## config.mk

```make
export PLATFORM = sky130hd
export DESIGN_NAME = rdac_alarm_top
export DESIGN_NICKNAME = d
export VERILOG_FILES = /design/src/hw/rdac_pkg.sv /design/src/hw/rdac_alarm_top.sv
export SDC_FILE = /design/constraint.sdc
export NUM_CORES = 1
export LEC_CHECK = 0
export BUFFER_PORTS_ARGS = -buffer_cell sky130_fd_sc_hd__buf_2
export CORE_MARGIN = 3
export CORE_UTILIZATION = 40
export DETAILED_ROUTE_END_ITERATION = 10
export GPL_TIMING_DRIVEN = 1
export PLACE_DENSITY = 0.63
export RECOVER_POWER = 50
export SLEW_MARGIN = 40
export SYNTH_ARGS = -nofsm -noshare
export SYNTH_HDL_FRONTEND = slang
export SYNTH_SLANG_ARGS = --single-unit
```

## constraint.sdc

```tcl
create_clock -name clk_i -period 2 [get_ports clk_i]
set_input_delay 0.3 -clock clk_i [delete_from_list [all_inputs] [get_ports clk_i]]
set_output_delay 0.3 -clock clk_i [all_outputs]
set_load 0.05 [all_outputs]
```

## src/hw/rdac_pkg.sv

```systemverilog
// Package for the dual alarm compare block: register map, fields and resets
package rdac_pkg;

  // Register indices; the byte address is four times the index
  localparam logic [7:0] RDAC_IDX_A1_DOM   = 8'h14;
  localparam logic [7:0] RDAC_IDX_A2_SEC   = 8'h15;
  localparam logic [7:0] RDAC_IDX_A2_MIN   = 8'h16;
  localparam logic [7:0] RDAC_IDX_A2_HOUR  = 8'h17;
  localparam logic [7:0] RDAC_IDX_A2_WDAY  = 8'h18;
  localparam logic [7:0] RDAC_IDX_A2_MONTH = 8'h19;
  localparam logic [7:0] RDAC_IDX_A2_YEAR  = 8'h1a;
  localparam logic [7:0] RDAC_IDX_A2_DOM   = 8'h1b;
  localparam logic [7:0] RDAC_IDX_TIME_OK  = 8'h25;
  localparam logic [7:0] RDAC_IDX_IRQ_STS  = 8'h30;
  localparam logic [7:0] RDAC_IDX_IRQ_MSK  = 8'h31;
  localparam logic [7:0] RDAC_IDX_MODE     = 8'h32;

  // Field positions
  localparam int RDAC_ENABLE_BIT = 7;
  localparam int RDAC_PM_BIT     = 6;
  localparam int RDAC_IRQ_A1_BIT = 0;
  localparam int RDAC_IRQ_A2_BIT = 1;
  localparam int RDAC_IRQ_W      = 2;
  localparam int RDAC_FLAG_BIT   = 0;

  // Field widths and address decode
  localparam int RDAC_ADR_LSB = 2;
  localparam int RDAC_IDX_W   = 8;
  localparam int RDAC_SEC_W   = 7;
  localparam int RDAC_MIN_W   = 7;
  localparam int RDAC_HOUR_W  = 6;
  localparam int RDAC_WDAY_W  = 7;
  localparam int RDAC_MONTH_W = 5;
  localparam int RDAC_YEAR_W  = 7;
  localparam int RDAC_DOM_W   = 6;

  // Implemented-bit masks
  localparam logic [7:0] RDAC_MSK_DOM   = 8'h8f | 8'h30;
  localparam logic [7:0] RDAC_MSK_7BIT  = 8'hff;
  localparam logic [7:0] RDAC_MSK_HOUR  = 8'hff;
  localparam logic [7:0] RDAC_MSK_MONTH = 8'h9f;
  localparam logic [7:0] RDAC_MSK_FLAG  = 8'h01;
  localparam logic [7:0] RDAC_MSK_IRQ   = 8'h03;

  // Reset values
  localparam logic [7:0] RDAC_RST_ZERO  = 8'h00;
  localparam logic [7:0] RDAC_RST_MIN   = 8'h01;
  localparam logic [7:0] RDAC_RST_WDAY  = 8'h01;
  localparam logic [7:0] RDAC_RST_MODE  = 8'h01;

endpackage

```

## src/hw/rdac_alarm_top.sv

```systemverilog
// Alarm compare registers and match logic with a Wishbone register port
//
// Added by the designer: the Wishbone register port.
`timescale 1ns/1ps

// Functional notes
// - Alarm 1 fires on enabled day-of-month match
// - Bit 7 enables each alarm field's compare
// - Alarm 2 enabled minutes match fires
// - Alarm 2 enabled hours match fires
// - PM bit compared only in 12-hour mode
// - Weekday field one-hot, match fires alarm 2
// - Alarm 2 enabled day-of-month match fires
module rdac_alarm_top
  import rdac_pkg::*;
#(
  parameter int ADR_W = 10
) (
  // Clock, reset, enable
  input  wire logic             clk_i,
  input  wire logic             rst_i,
  input  wire logic             ce_i,
  // Wishbone slave
  input  wire logic             cyc_i,
  input  wire logic             stb_i,
  input  wire logic             we_i,
  input  wire logic [ADR_W-1:0] adr_i,
  input  wire logic [3:0]       sel_i,
  input  wire logic [31:0]      dat_i,
  output logic      [31:0]      dat_o,
  output logic                  ack_o,
  // Live calendar counters, same clock
  input  wire logic [6:0]       cnt_sec_i,
  input  wire logic [6:0]       cnt_min_i,
  input  wire logic [5:0]       cnt_hour_i,
  input  wire logic             cnt_pm_i,
  input  wire logic [6:0]       cnt_wday_i,
  input  wire logic [4:0]       cnt_month_i,
  input  wire logic [7:0]       cnt_year_i,
  input  wire logic [5:0]       cnt_dom_i,
  // Alarm events and interrupt
  output logic                  first_alarm_irq_o,
  output logic                  second_alarm_irq_o,
  output logic                  irq_o
);

  // Register state
  logic [7:0]  a1_dom_r;
  logic [7:0]  a2_sec_r;
  logic [7:0]  a2_min_r;
  logic [7:0]  a2_hour_r;
  logic [7:0]  a2_wday_r;
  logic [7:0]  a2_month_r;
  logic [7:0]  a2_year_r;
  logic [7:0]  a2_dom_r;
  logic        time_ok_r;
  logic        hour24_r;
  logic [RDAC_IRQ_W-1:0] sts_r;
  logic [RDAC_IRQ_W-1:0] msk_r;
  logic [RDAC_IRQ_W-1:0] match_prev_r;
  logic        ack_r;
  logic [31:0] dat_r;
  logic        irq_r;

  // Bus decode and compare nets
  logic [7:0]  idx;
  logic        req;
  logic        wr;
  logic [7:0]  wdat;
  logic [7:0]  rd_nxt;
  logic        a1_match;
  logic        a2_match;
  logic        a2_any_en;
  logic        a2_all_ok;
  logic        hour_eq;
  logic [RDAC_IRQ_W-1:0] match_now;
  logic [RDAC_IRQ_W-1:0] rise;

  // Per-field compare results
  logic        sec_ok;
  logic        min_ok;
  logic        hour_ok;
  logic        wday_ok;
  logic        month_ok;
  logic        year_ok;
  logic        dom_ok;

  assign idx  = adr_i[RDAC_ADR_LSB +: RDAC_IDX_W];
  assign req  = cyc_i & stb_i;
  // Write lands on the edge where the master samples ack
  assign wr   = req & we_i & ack_r & sel_i[0];
  assign wdat = dat_i[7:0];

  // Bus handshake: ack one cycle after request, dropped the next cycle
  always_ff @(posedge clk_i) begin
    if (rst_i) begin
      ack_r <= 1'b0;
      dat_r <= 32'h0000_0000;
    end else if (ce_i) begin
      ack_r <= req & ~ack_r;
      if (req & ~ack_r) begin
        dat_r <= {24'h00_0000, rd_nxt};
      end
    end
  end

  // Read mux; unimplemented bits and unmapped addresses read zero
  always_comb begin
    case (idx)
      RDAC_IDX_A1_DOM:   rd_nxt = a1_dom_r;
      RDAC_IDX_A2_SEC:   rd_nxt = a2_sec_r;
      RDAC_IDX_A2_MIN:   rd_nxt = a2_min_r;
      RDAC_IDX_A2_HOUR:  rd_nxt = a2_hour_r;
      RDAC_IDX_A2_WDAY:  rd_nxt = a2_wday_r;
      RDAC_IDX_A2_MONTH: rd_nxt = a2_month_r;
      RDAC_IDX_A2_YEAR:  rd_nxt = a2_year_r;
      RDAC_IDX_A2_DOM:   rd_nxt = a2_dom_r;
      RDAC_IDX_TIME_OK:  rd_nxt = {7'h00, time_ok_r};
      RDAC_IDX_IRQ_STS:  rd_nxt = {6'h00, sts_r};
      RDAC_IDX_IRQ_MSK:  rd_nxt = {6'h00, msk_r};
      RDAC_IDX_MODE:     rd_nxt = {7'h00, hour24_r};
      default:           rd_nxt = RDAC_RST_ZERO;
    endcase
  end

  // Alarm 1 day of month; reserved bit 6 is not stored
  always_ff @(posedge clk_i) begin
    if (rst_i) begin
      a1_dom_r <= RDAC_RST_ZERO;
    end else if (ce_i && wr && idx == RDAC_IDX_A1_DOM) begin
      a1_dom_r <= wdat & RDAC_MSK_DOM;
    end
  end

  // Alarm 2 seconds
  always_ff @(posedge clk_i) begin
    if (rst_i) begin
      a2_sec_r <= RDAC_RST_ZERO;
    end else if (ce_i && wr && idx == RDAC_IDX_A2_SEC) begin
      a2_sec_r <= wdat & RDAC_MSK_7BIT;
    end
  end

  // Alarm 2 minutes
  always_ff @(posedge clk_i) begin
    if (rst_i) begin
      a2_min_r <= RDAC_RST_MIN;
    end else if (ce_i && wr && idx == RDAC_IDX_A2_MIN) begin
      a2_min_r <= wdat & RDAC_MSK_7BIT;
    end
  end

  // Alarm 2 hours with PM bit
  always_ff @(posedge clk_i) begin
    if (rst_i) begin
      a2_hour_r <= RDAC_RST_ZERO;
    end else if (ce_i && wr && idx == RDAC_IDX_A2_HOUR) begin
      a2_hour_r <= wdat & RDAC_MSK_HOUR;
    end
  end

  // Alarm 2 one-hot weekday
  always_ff @(posedge clk_i) begin
    if (rst_i) begin
      a2_wday_r <= RDAC_RST_WDAY;
    end else if (ce_i && wr && idx == RDAC_IDX_A2_WDAY) begin
      a2_wday_r <= wdat & RDAC_MSK_7BIT;
    end
  end

  // Alarm 2 month; reserved bits 6:5 are not stored
  always_ff @(posedge clk_i) begin
    if (rst_i) begin
      a2_month_r <= RDAC_RST_ZERO;
    end else if (ce_i && wr && idx == RDAC_IDX_A2_MONTH) begin
      a2_month_r <= wdat & RDAC_MSK_MONTH;
    end
  end

  // Alarm 2 year
  always_ff @(posedge clk_i) begin
    if (rst_i) begin
      a2_year_r <= RDAC_RST_ZERO;
    end else if (ce_i && wr && idx == RDAC_IDX_A2_YEAR) begin
      a2_year_r <= wdat & RDAC_MSK_7BIT;
    end
  end

  // Alarm 2 day of month; reserved bit 6 is not stored
  always_ff @(posedge clk_i) begin
    if (rst_i) begin
      a2_dom_r <= RDAC_RST_ZERO;
    end else if (ce_i && wr && idx == RDAC_IDX_A2_DOM) begin
      a2_dom_r <= wdat & RDAC_MSK_DOM;
    end
  end

  // Time-valid flag, set by software after loading the time
  always_ff @(posedge clk_i) begin
    if (rst_i) begin
      time_ok_r <= 1'b0;
    end else if (ce_i && wr && idx == RDAC_IDX_TIME_OK) begin
      time_ok_r <= wdat[RDAC_FLAG_BIT];
    end
  end

  // Hour mode, 1 selects 24-hour counting
  always_ff @(posedge clk_i) begin
    if (rst_i) begin
      hour24_r <= RDAC_RST_MODE[RDAC_FLAG_BIT];
    end else if (ce_i && wr && idx == RDAC_IDX_MODE) begin
      hour24_r <= wdat[RDAC_FLAG_BIT];
    end
  end

  // Interrupt mask, 1 lets a status bit through
  always_ff @(posedge clk_i) begin
    if (rst_i) begin
      msk_r <= '0;
    end else if (ce_i && wr && idx == RDAC_IDX_IRQ_MSK) begin
      msk_r <= wdat[RDAC_IRQ_W-1:0];
    end
  end

  // Hour equality; the PM bit only counts in 12-hour mode
  always_comb begin
    hour_eq = (a2_hour_r[RDAC_HOUR_W-1:0] == cnt_hour_i);
    if (!hour24_r) begin
      hour_eq = hour_eq & (a2_hour_r[RDAC_PM_BIT] == cnt_pm_i);
    end
  end

  // A field whose enable is clear never blocks the match
  assign sec_ok    = ~a2_sec_r[RDAC_ENABLE_BIT]
                   | (a2_sec_r[RDAC_SEC_W-1:0] == cnt_sec_i);
  assign min_ok    = ~a2_min_r[RDAC_ENABLE_BIT]
                   | (a2_min_r[RDAC_MIN_W-1:0] == cnt_min_i);
  assign hour_ok   = ~a2_hour_r[RDAC_ENABLE_BIT] | hour_eq;
  assign wday_ok   = ~a2_wday_r[RDAC_ENABLE_BIT]
                   | (a2_wday_r[RDAC_WDAY_W-1:0] == cnt_wday_i);
  assign month_ok  = ~a2_month_r[RDAC_ENABLE_BIT]
                   | (a2_month_r[RDAC_MONTH_W-1:0] == cnt_month_i);
  assign year_ok   = ~a2_year_r[RDAC_ENABLE_BIT]
                   | ({1'b0, a2_year_r[RDAC_YEAR_W-1:0]} == cnt_year_i);
  assign dom_ok    = ~a2_dom_r[RDAC_ENABLE_BIT]
                   | (a2_dom_r[RDAC_DOM_W-1:0] == cnt_dom_i);

  assign a1_match  = a1_dom_r[RDAC_ENABLE_BIT]
                   & (a1_dom_r[RDAC_DOM_W-1:0] == cnt_dom_i);
  assign a2_any_en = a2_sec_r[RDAC_ENABLE_BIT] | a2_min_r[RDAC_ENABLE_BIT]
                   | a2_hour_r[RDAC_ENABLE_BIT] | a2_wday_r[RDAC_ENABLE_BIT]
                   | a2_month_r[RDAC_ENABLE_BIT] | a2_year_r[RDAC_ENABLE_BIT]
                   | a2_dom_r[RDAC_ENABLE_BIT];
  assign a2_all_ok = sec_ok & min_ok & hour_ok & wday_ok & month_ok & year_ok & dom_ok;
  assign a2_match  = a2_any_en & a2_all_ok;

  assign match_now = {a2_match, a1_match};
  // Edge detect: a match held high sets status only once
  assign rise      = match_now & ~match_prev_r;

  // Match history for edge detect
  always_ff @(posedge clk_i) begin
    if (rst_i) begin
      match_prev_r <= '0;
    end else if (ce_i) begin
      match_prev_r <= match_now;
    end
  end

  // Sticky status: a new match wins over a write-one clear
  always_ff @(posedge clk_i) begin
    if (rst_i) begin
      sts_r <= '0;
    end else if (ce_i) begin
      if (wr && idx == RDAC_IDX_IRQ_STS) begin
        sts_r <= (sts_r & ~wdat[RDAC_IRQ_W-1:0]) | rise;
      end else begin
        sts_r <= sts_r | rise;
      end
    end
  end

  // Level interrupt, one cycle behind status and mask
  always_ff @(posedge clk_i) begin
    if (rst_i) begin
      irq_r <= 1'b0;
    end else if (ce_i) begin
      irq_r <= |(sts_r & msk_r);
    end
  end

  assign dat_o              = dat_r;
  assign ack_o              = ack_r;
  assign first_alarm_irq_o  = sts_r[RDAC_IRQ_A1_BIT];
  assign second_alarm_irq_o = sts_r[RDAC_IRQ_A2_BIT];
  assign irq_o              = irq_r;

endmodule

```

==> impl_metrics.tcl, run 1 <==
set metrics [dict create \
    vias_per_cell 5.48 \
    cts_root_buf "clkbuf_8" \
    antennaDiodeCount 0 \
    p_leak_nw 2.09 \
    dp_hpwl_um 10500 \
    p_per_area_mw_per_mm2 666 \
    synth.ff_latch_count 78 \
    place_area_mm2 0.00502 \
    critical_path_class "reg2reg" \
    crit_path_max_incr_delay_ns 0.54 \
    setup_violations 0 \
    grt_pass1_vias 3763 \
    synth_top_area_cell "dfxtp_1" \
    dieWidth_um 110 \
    hold_end "a2_wday_r[6]" \
    cts_max_path_buffers 2 \
    rrSetupSlack_ns 0.10 \
    ctsHoldBuffers 0 \
    fin_crit_ns 1.90 \
    num_rows 37 \
    finalPower_mw 3.49 \
    slowest_stage "or4_1" \
    drive_gt1_frac 0.219 \
    fin_nets 720 \
    drc 0 \
    synth-edff-count 0 \
    hold_depth 3 \
    finalSetupTns_ns 0 \
    ant_nets 0 \
    clk_pin_slew_ns 0.08 \
    fillers 1013 \
    clk-insertion-delay-late_ns 0.36 \
    cts_buffers 9 \
    cts_sinks 78 \
    slew_violations 0 \
    synth_top_area_share 0.359 \
    drt_first_pass_iters 7 \
    synth-async-reset-ratio 0 \
    drtIter0Drc 325 \
    required_ns 2.31 \
    finalHoldViolCount 0 \
    irDropWorstVdd_uv 338 \
    ys_seq_area_frac 0.359 \
    drt_wl_total_um 14000 \
    die_h_um 110 \
    dp_cells 746 \
    critPathMostFrequentCell "buf_4" \
    fin_util 0.501 \
    cp.arrival_ns 2.21 \
    synthCells 523 \
    ys_warn_count 0 \
    cp-start-kind "flip-flop" \
    routabilityCongestion 0.942 \
    cts_resized 1 \
    min_path_type "in2reg" \
    grt_max_degree 71 \
    worstMarginPinSlew_ns 1.44 \
    synth.area.top_cells "dfxtp_1, xnor2_1, nand3_1" \
    ys.flop_type "dfxtp_1" \
    path_cells "xor2_1, or4_1, o21ai_2, buf_4, nand4_1, nor3_2, buf_4, a31o_2" \
    cp-end-kind "flip-flop" \
    cp_max_fo 2 \
    synth_cell_types 50 \
    fin_skew_ns 0.0102 \
    htree_levels 3 \
    rsz0062_at_grt "false" \
    r2r_start "a2_year_r[5]" \
    grt_first_pass_wirelength_um 21100 \
    cts_tree "done" \
    hold_path_startpoint "dat_i[6]" \
    gr-total-overflow 0 \
    status "finished clean" \
    drv_cap 0 \
    vias 4174 \
    initial_core_util 0.416 \
    fin_crit_sh 0.948 \
    wire_per_inst_um 18.4 \
    numPortBuffers 81 \
    postCtsSetupBuffers 0 \
    antenna_found_initial 0 \
    core_area_mm2 0.0105 \
    fin_cells 761 \
    fp.dieArea_mm2 0.0122 \
    syn_to_final_growth_pct 20.3 \
    track_usage 0.236 \
    final_area_mm2 0.00524 \
    final_cell_mix "dfxtp_1, nand2_1, buf_2" \
    ioPinCount 135 \
    syn_area_mm2 0.00436 \
    final_common_cell "dfxtp_1" \
    reg2regPathDepth 8 \
    worstReg2RegEnd "sts_r[1]" \
    avgSynthCellArea_um2 8.33 \
    fmax_mhz 527 \
    relSlewSlack 0.0403 \
]
## worst max-delay path, delay by kind of cell (launching register included)
kind | cells | cell delay [ns]
AOI/OAI and AO/OA | 2 | 0.27
xor gates and xnor gates | 1 | 0.16
buffers and inverters | 2 | 0.27
DFF | 1 | 0.33
and+or+nand+nor | 3 | 0.82
## metal layers
layer  vias up  track usage  part of all wire
met5         -            0                 0
met4         0       0.0607             0.017
met3        24       0.0588              0.10
met2       232        0.362              0.45
met1      1926        0.331              0.43
li1       1992            -                 -
## power by group
group	total, mW	internal [mW]	switching (mW)
clock network	1.51	0.925	0.586
logic	0.427	0.131	0.296
registers	1.55	1.55	0.00113
## area by class of cell
class	count	area (µm²)	area share
timing repair buffer	123	718	0.137
clock buffer	12	165	0.0315
clock inverter	3	90.1	0.0172
multi-input combinational	406	2520	0.482
tap	136	170	0.0325
sequential	78	1560	0.298
inverter	3	11.3	0.00215
## synthesized netlist by cell type (4+ instances only)
master / number
a22o_1: 7
a21oi_1: 52
nor2_1: 28
buf_4: 28
a22oi_1: 10
xor2_1: 19
o21ai_0: 11
mux4_2: 4
nand4_1: 11
dfxtp_1: 78
xnor2_1: 33
nand2_1: 72
nand2b_1: 4
mux2i_1: 25
buf_2: 7
nand3_1: 55
clkbuf_1: 22
## registers in the layout (all words and copies together) (netlist names), 6 cells and up
register and count:
a2_hour_r 8, a2_min_r 8, a2_sec_r 8, a2_wday_r 8, a2_year_r 8, dat_o 8, a1_dom_r 7, a2_dom_r 7
a2_month_r 6
## cell families (layout without fill, tap and decap cells)
family	count (synthesis)	count (layout)	share of synthesized area
buffers and inverters	62	141	0.0796
muxes	30	30	0.0807
xor gates and xnor gates	52	52	0.105
DFF	78	78	0.359
AOI/OAI and AO/OA	103	103	0.145
other	1	24	0.000861
and+or+nand+nor	197	197	0.231
## worst max-delay path by stage
stage	start	to	slack, ns	depth (start not counted)
global route	adr_i[7]	a2_sec_r[7]	0.02	9
global placement	cnt_year_i[5]	sts_r[1]	-0.08	9
detailed placement	cnt_year_i[5]	sts_r[1]	-0.11	9
CTS	a2_year_r[5]	sts_r[1]	0.04	8
finish	a2_year_r[5]	sts_r[1]	0.10	8
floorplan	ack_o	a2_hour_r[0]	0.12	5
## metrics by stage
| step | hold WS [ns] | setup WS, ns |
|---|---|---|
| 2_1_floorplan | 0.396 | 0.119 |
| 3_3_place_gp | 0.441 | -0.0756 |
| 3_5_place_dp | 0.445 | -0.106 |
| 4_1_cts | 0.262 | 0.0375 |
| 5_1_grt | 0.277 | 0.0182 |
| 6_report | 0.275 | 0.103 |
No activity file was read; power rests on OpenSTA's default activity.
==> inputs of run 2 (changes only) <==
--- a/config.mk
+++ b/config.mk
@@ -5,6 +5,7 @@
 export SDC_FILE = /design/constraint.sdc
 export NUM_CORES = 1
 export LEC_CHECK = 0
+export ABC_AREA = 1
 export BUFFER_PORTS_ARGS = -buffer_cell sky130_fd_sc_hd__buf_2
 export CORE_MARGIN = 3
 export CORE_UTILIZATION = 40
==> impl_metrics.tcl, run 2 <==
set metrics [dict create \
    status "finished clean" \
    synth-edff-count 0 \
    switching_share 0.266 \
    num_rows 38 \
    cts_resized 0 \
    finalSetupTns_ns 0 \
    final_cell_mix "nand2_1, dfxtp_1, inv_1" \
    irDropWorstVdd_uv 442 \
    synth_top_area_cell "dfxtp_1" \
    cp_max_fo 25 \
    grt_first_pass_wirelength_um 21900 \
    ys_warn_count 0 \
    fin_crit_sh 0.824 \
    ant_nets 0 \
    synth_mux_area_frac 0 \
    cp-start-kind "flip-flop" \
    cts_root_buf "clkbuf_16" \
    cts_sinks 78 \
    slowest_stage "dfxtp_1" \
    synth_top_area_share 0.347 \
    syn_to_final_growth_pct 15.5 \
    slew_violations 0 \
    fillers 1155 \
    critical_path_class "reg2reg" \
    track_usage 0.220 \
    fp.dieArea_mm2 0.0126 \
    synth_cell_types 34 \
    fin_nets 879 \
    p_seq_frac 0.446 \
    drt_wl_total_um 13700 \
    crit_path_max_incr_delay_ns 0.37 \
    post-synth-top-count-cell "nand2_1" \
    drtIter0Drc 274 \
    synth_compound_gate_area_share 0.164 \
    avgSynthCellArea_um2 6.43 \
    power_frac_comb 0.113 \
    synth.ff_latch_count 78 \
    dieWidth_um 112 \
    core_area_mm2 0.0109 \
    drc 0 \
    wire_per_inst_um 14.9 \
    synth_common_cells "nand2_1, dfxtp_1, inv_1" \
    clockPowerShare 0.440 \
    final_area_mm2 0.00520 \
    path_cells "nand3_1, nor2_1, buf_12, nand3_1, clkbuf_1, o21ai_0, a21oi_1" \
    final_common_cell "nand2_1" \
    dp_hpwl_um 10600 \
    postCtsSetupBuffers 0 \
    fmax_mhz 607 \
    clk-insertion-delay-late_ns 0.34 \
    grt_max_degree 39 \
    ctsHoldBuffers 0 \
    synthAdderAreaFrac 0 \
    vias 4546 \
    ys.flop_type "dfxtp_1" \
    cts_tree "done" \
    critPathMostFrequentCell "nand3_1" \
    grt_pass1_vias 4346 \
    synth.area.top_cells "dfxtp_1, nand2_1, a21oi_1" \
    antennaDiodeCount 0 \
    dp_cells 909 \
    synth-async-reset-ratio 0 \
    clk_pin_slew_ns 0.06 \
    cp-end-kind "flip-flop" \
    worstMarginPinSlew_ns 0.616 \
    ioPinCount 135 \
    finalPower_mw 3.49 \
    drt_first_pass_iters 5 \
    synth-simple-area-share 0.311 \
    p_int_mw 2.56 \
    numPortBuffers 81 \
    finalHoldViolCount 0 \
    switchingPower_mw 0.929 \
    place_area_mm2 0.00497 \
    cts_max_path_buffers 2 \
    initial_core_util 0.412 \
    p_per_area_mw_per_mm2 670 \
    drive_gt1_frac 0.142 \
    routabilityCongestion 0.988 \
    cts_buffers 9 \
    drv_cap 0 \
    p_leak_nw 2.26 \
    fin_skew_ns 0.00749 \
    synth_top_family_by_area "simple AND/OR/NAND/NOR gates" \
    vias_per_cell 4.92 \
    die_h_um 112 \
    cp.arrival_ns 1.85 \
    relSlewSlack 0.591 \
    fin_crit_ns 1.65 \
    setup_violations 0 \
    fin_cells 924 \
    synthCells 701 \
    rsz0062_at_grt "false" \
    required_ns 2.20 \
    htree_levels 3 \
    min_path_type "in2reg" \
    syn_area_mm2 0.00451 \
    ys_seq_area_frac 0.347 \
    antenna_found_initial 0 \
    gr-total-overflow 0 \
    synth_xor_area_frac 0.0447 \
]
-- run 2: cell count changes in the layout (fill, tap and decap cells not counted), sizes merged, moves of 6 or more --
| cell | delta |
|---|---|
| o21ai | +56 |
| buf | -30 |
| clkbuf | -6 |
| a22oi | -10 |
| nand3 | -16 |
| nand2 | +138 |
| a22o | -7 |
| inv | +79 |
| xor2 | -13 |
| nor2 | +36 |
| nand4 | -7 |
| a21oi | +16 |
| mux2i | -25 |
| xnor2 | -16 |
-- run 2: worst max-delay path: cells and delay by family (launching register included) --
kind,cells,cell delay (ns)
AOI/OAI and AO/OA,2,0.29
buffers and inverters,2,0.49
DFF,1,0.37
and+or+nand+nor,3,0.36
-- run 2: path summary, 6_finish.rpt --
check,start,end,slack (ns),depth (start not counted)
worst max register to register,ack_o,a2_dom_r[3],0.35,7
worst min register to register,time_ok_r,time_ok_r,0.44,2
worst min-delay path,ce_i,match_prev_r[1],0.28,2
worst max-delay path,ack_o,a2_dom_r[3],0.35,7
-- run 2: layer usage --
layer  wire (µm)  vias to the layer above  GRT usage
met5           0                        -          0
met4         289                        0     0.0769
met3         715                       24     0.0313
met2        6430                      129      0.359
met1        6300                     2053      0.299
li1            -                     2340          -
-- run 2: layout make-up --
class / count / area (µm²) / share of cell area
Clock inverter: 4 / 22.5 / 0.00433
Multi-Input combinational cell: 520 / 2420 / 0.465
Sequential cell: 78 / 1560 / 0.300
Tap cell: 140 / 175 / 0.0337
Clock buffer: 11 / 253 / 0.0486
Inverter: 83 / 314 / 0.0603
Timing Repair Buffer: 88 / 459 / 0.0882
-- run 2: through the flow --
| step | hold WS [ns] | setup WS, ns | util |
|---|---|---|---|
| after global routing | 0.314 | 0.203 | 0.476 |
| after floorplan | 0.394 | 0.264 | - |
| after CTS | 0.279 | 0.491 | 0.479 |
| after global placement | 0.436 | 0.192 | 0.454 |
| final | 0.280 | 0.352 | 0.476 |
| after detailed placement | 0.438 | 0.155 | 0.454 |
-- run 2: logic make-up after synthesis --
| kind of cell | after synthesis |
|---|---|
| buf+inv | 126 |
| flops | 78 |
| xor+xnor | 23 |
| other cells | 1 |
| compound gates | 145 |
| simple gates | 328 |
-- run 2: power groups by stage --
stage | Combinational, mW | Clock [mW] | Sequential (mW)
floorplan | 0.276 | 0 | 1.60
global placement | 0.389 | 0 | 1.59
detailed placement | 0.396 | 0 | 1.59
CTS | 0.397 | 1.55 | 1.56
global route | 0.432 | 1.60 | 1.56
finish | 0.395 | 1.54 | 1.56
==> inputs of run 3 (changes only) <==
--- a/config.mk
+++ b/config.mk
@@ -11,7 +11,7 @@
 export CORE_UTILIZATION = 40
 export DETAILED_ROUTE_END_ITERATION = 10
 export GPL_TIMING_DRIVEN = 1
-export PLACE_DENSITY = 0.63
+export PLACE_DENSITY = 0.65
 export RECOVER_POWER = 50
 export SLEW_MARGIN = 40
 export SYNTH_ARGS = -nofsm -noshare
==> constraint.sdc (replaced) <==
create_clock -name clk_i -period 1.4 [get_ports clk_i]
set_input_delay 0.21 -clock clk_i [delete_from_list [all_inputs] [get_ports clk_i]]
set_output_delay 0.21 -clock clk_i [all_outputs]
set_load 0.05 [all_outputs]
==> impl_metrics.tcl, run 3 (synthesis gave the netlist of run 2 again) <==
set metrics [dict create \
    status "finished clean" \
    drv_cap 0 \
    setup_violations 0 \
    critical_path_class "reg2reg" \
    p_leak_nw 2.57 \
    fp.dieArea_mm2 0.0126 \
    required_ns 1.61 \
    num_rows 38 \
    fillers 1094 \
    power_frac_comb 0.116 \
    slew_violations 0 \
    fin_cells 971 \
    grt_pass1_vias 4532 \
    ioPinCount 135 \
    fin_crit_sh 0.986 \
    dp_cells 955 \
    cts_buffers 9 \
    final_area_mm2 0.00569 \
    rsz0062_at_grt "true" \
    reg2regPathDepth 7 \
    clockPowerShare 0.461 \
    wire_per_inst_um 14.6 \
    cts_root_buf "clkbuf_16" \
    drtIter0Drc 234 \
    r2r_start "ack_o" \
    switchingPower_mw 1.34 \
    switching_share 0.254 \
    grt_max_degree 38 \
    clk_pin_slew_ns 0.06 \
    cts_max_path_buffers 2 \
    ant_nets 0 \
    fmax_mhz 724 \
    final_common_cell "nand2_1" \
    clk-insertion-delay-late_ns 0.33 \
    hold_ws_ns 0.201 \
    final_cell_mix "nand2_1, dfxtp_1, buf_2" \
    dieWidth_um 112 \
    grt_first_pass_wirelength_um 22300 \
    numPortBuffers 81 \
    irDropWorstVdd_uv 491 \
    worstReg2RegEnd "sts_r[1]" \
    cp.arrival_ns 1.59 \
    cp_max_fo 15 \
    cts_tree "done" \
    antennaDiodeCount 0 \
    place_area_mm2 0.00533 \
    fin_nets 926 \
    syn_to_final_growth_pct 26.3 \
    setup_slack_ns 0.0191 \
    finalHoldViolCount 0 \
    die_h_um 112 \
    drt_first_pass_iters 5 \
    p_int_mw 3.93 \
    cp-startpoint "ack_o" \
    p_per_area_mw_per_mm2 925 \
    vias 4813 \
    htree_levels 3 \
    cts_sinks 78 \
    vias_per_cell 4.96 \
    cp-end-kind "flip-flop" \
    p_seq_frac 0.423 \
    drive_gt1_frac 0.236 \
    dp_hpwl_um 11200 \
    gr-total-overflow 0 \
    initial_core_util 0.412 \
    track_usage 0.226 \
    core_area_mm2 0.0109 \
    rrSetupSlack_ns 0.02 \
    routabilityCongestion 0.934 \
    antenna_found_initial 0 \
    dp_slack_ns -0.228 \
    fin_skew_ns 0.00608 \
    min_path_type "in2reg" \
    drc 0 \
    fin_crit_ns 1.38 \
    cp-start-kind "flip-flop" \
    drt_wl_total_um 14200 \
    endpoint "sts_r[1]" \
]
[run 3: changes by cell type in the layout (fill, tap and decap cells not counted), sizes merged]
cell	before	now
clkbuf	26	21
clkinv	4	2
bufinv	0	1
buf	73	126
[run 3: cell type report]
type	instances	area [µm²]	share of cell area
well taps	140	175	0.0308
flip-flops and latches	78	1570	0.276
multi-input cells	520	2470	0.434
clock inverters	3	42.5	0.00748
repair buffers	135	848	0.149
inverters	83	317	0.0556
clock buffers	12	267	0.0468
[run 3: power by group through the flow]
stage                     sequential (mW)  combinational, mW  clock, mW
after floorplan                      2.28              0.395          0
after global placement               2.27              0.596          0
after detailed placement             2.27              0.605          0
after CTS                            2.22              0.607       2.45
after global routing                 2.22              0.663       2.54
final                                2.22              0.610       2.43
[run 3: metrics by stage]
step	total power [mW]	utilization	setup TNS, ns
2_1_floorplan	2.68	-	0
3_3_place_gp	2.87	0.488	-5.85
3_5_place_dp	2.88	0.488	-7.68
4_1_cts	5.28	0.516	0
5_1_grt	5.43	0.520	-0.306
6_report	5.26	0.520	0
[run 3: metal layers]
metal | GRT usage | wire length (µm) | part of all wire
met4 | 0.111 | 529 | 0.037
met5 | 0 | 0 | 0
met3 | 0.0296 | 1050 | 0.073
met1 | 0.291 | 6080 | 0.43
met2 | 0.374 | 6570 | 0.46
[run 3: how the worst min path moves through the flow]
stage | slack [ns] | start | to | cells past startpoint
floorplan | 0.30 | ce_i | match_prev_r[1] | 1
global placement | 0.43 | time_ok_r | time_ok_r | 2
detailed placement | 0.45 | time_ok_r | time_ok_r | 2
CTS | 0.19 | dat_i[0] | a2_month_r[0] | 3
global route | 0.23 | dat_i[0] | a2_month_r[0] | 3
finish | 0.20 | dat_i[0] | a2_month_r[0] | 3
[run 3: worst max-delay path, cell delays in order (launching register included)]
cell and delay [ns]:
dfxtp_4 0.34, nand3_2 0.07, nor2_4 0.13, buf_12 0.16, buf_4 0.15, nand3_1 0.09, o21ai_0 0.22, a21oi_2 0.09
[run 3: repair_timing]
action	in CTS	in global routing
pin swaps	0	2
endpoints found under the setup margin	1	35
buffers inserted	0	1
hold buffers	0	0
resized for setup	1	22
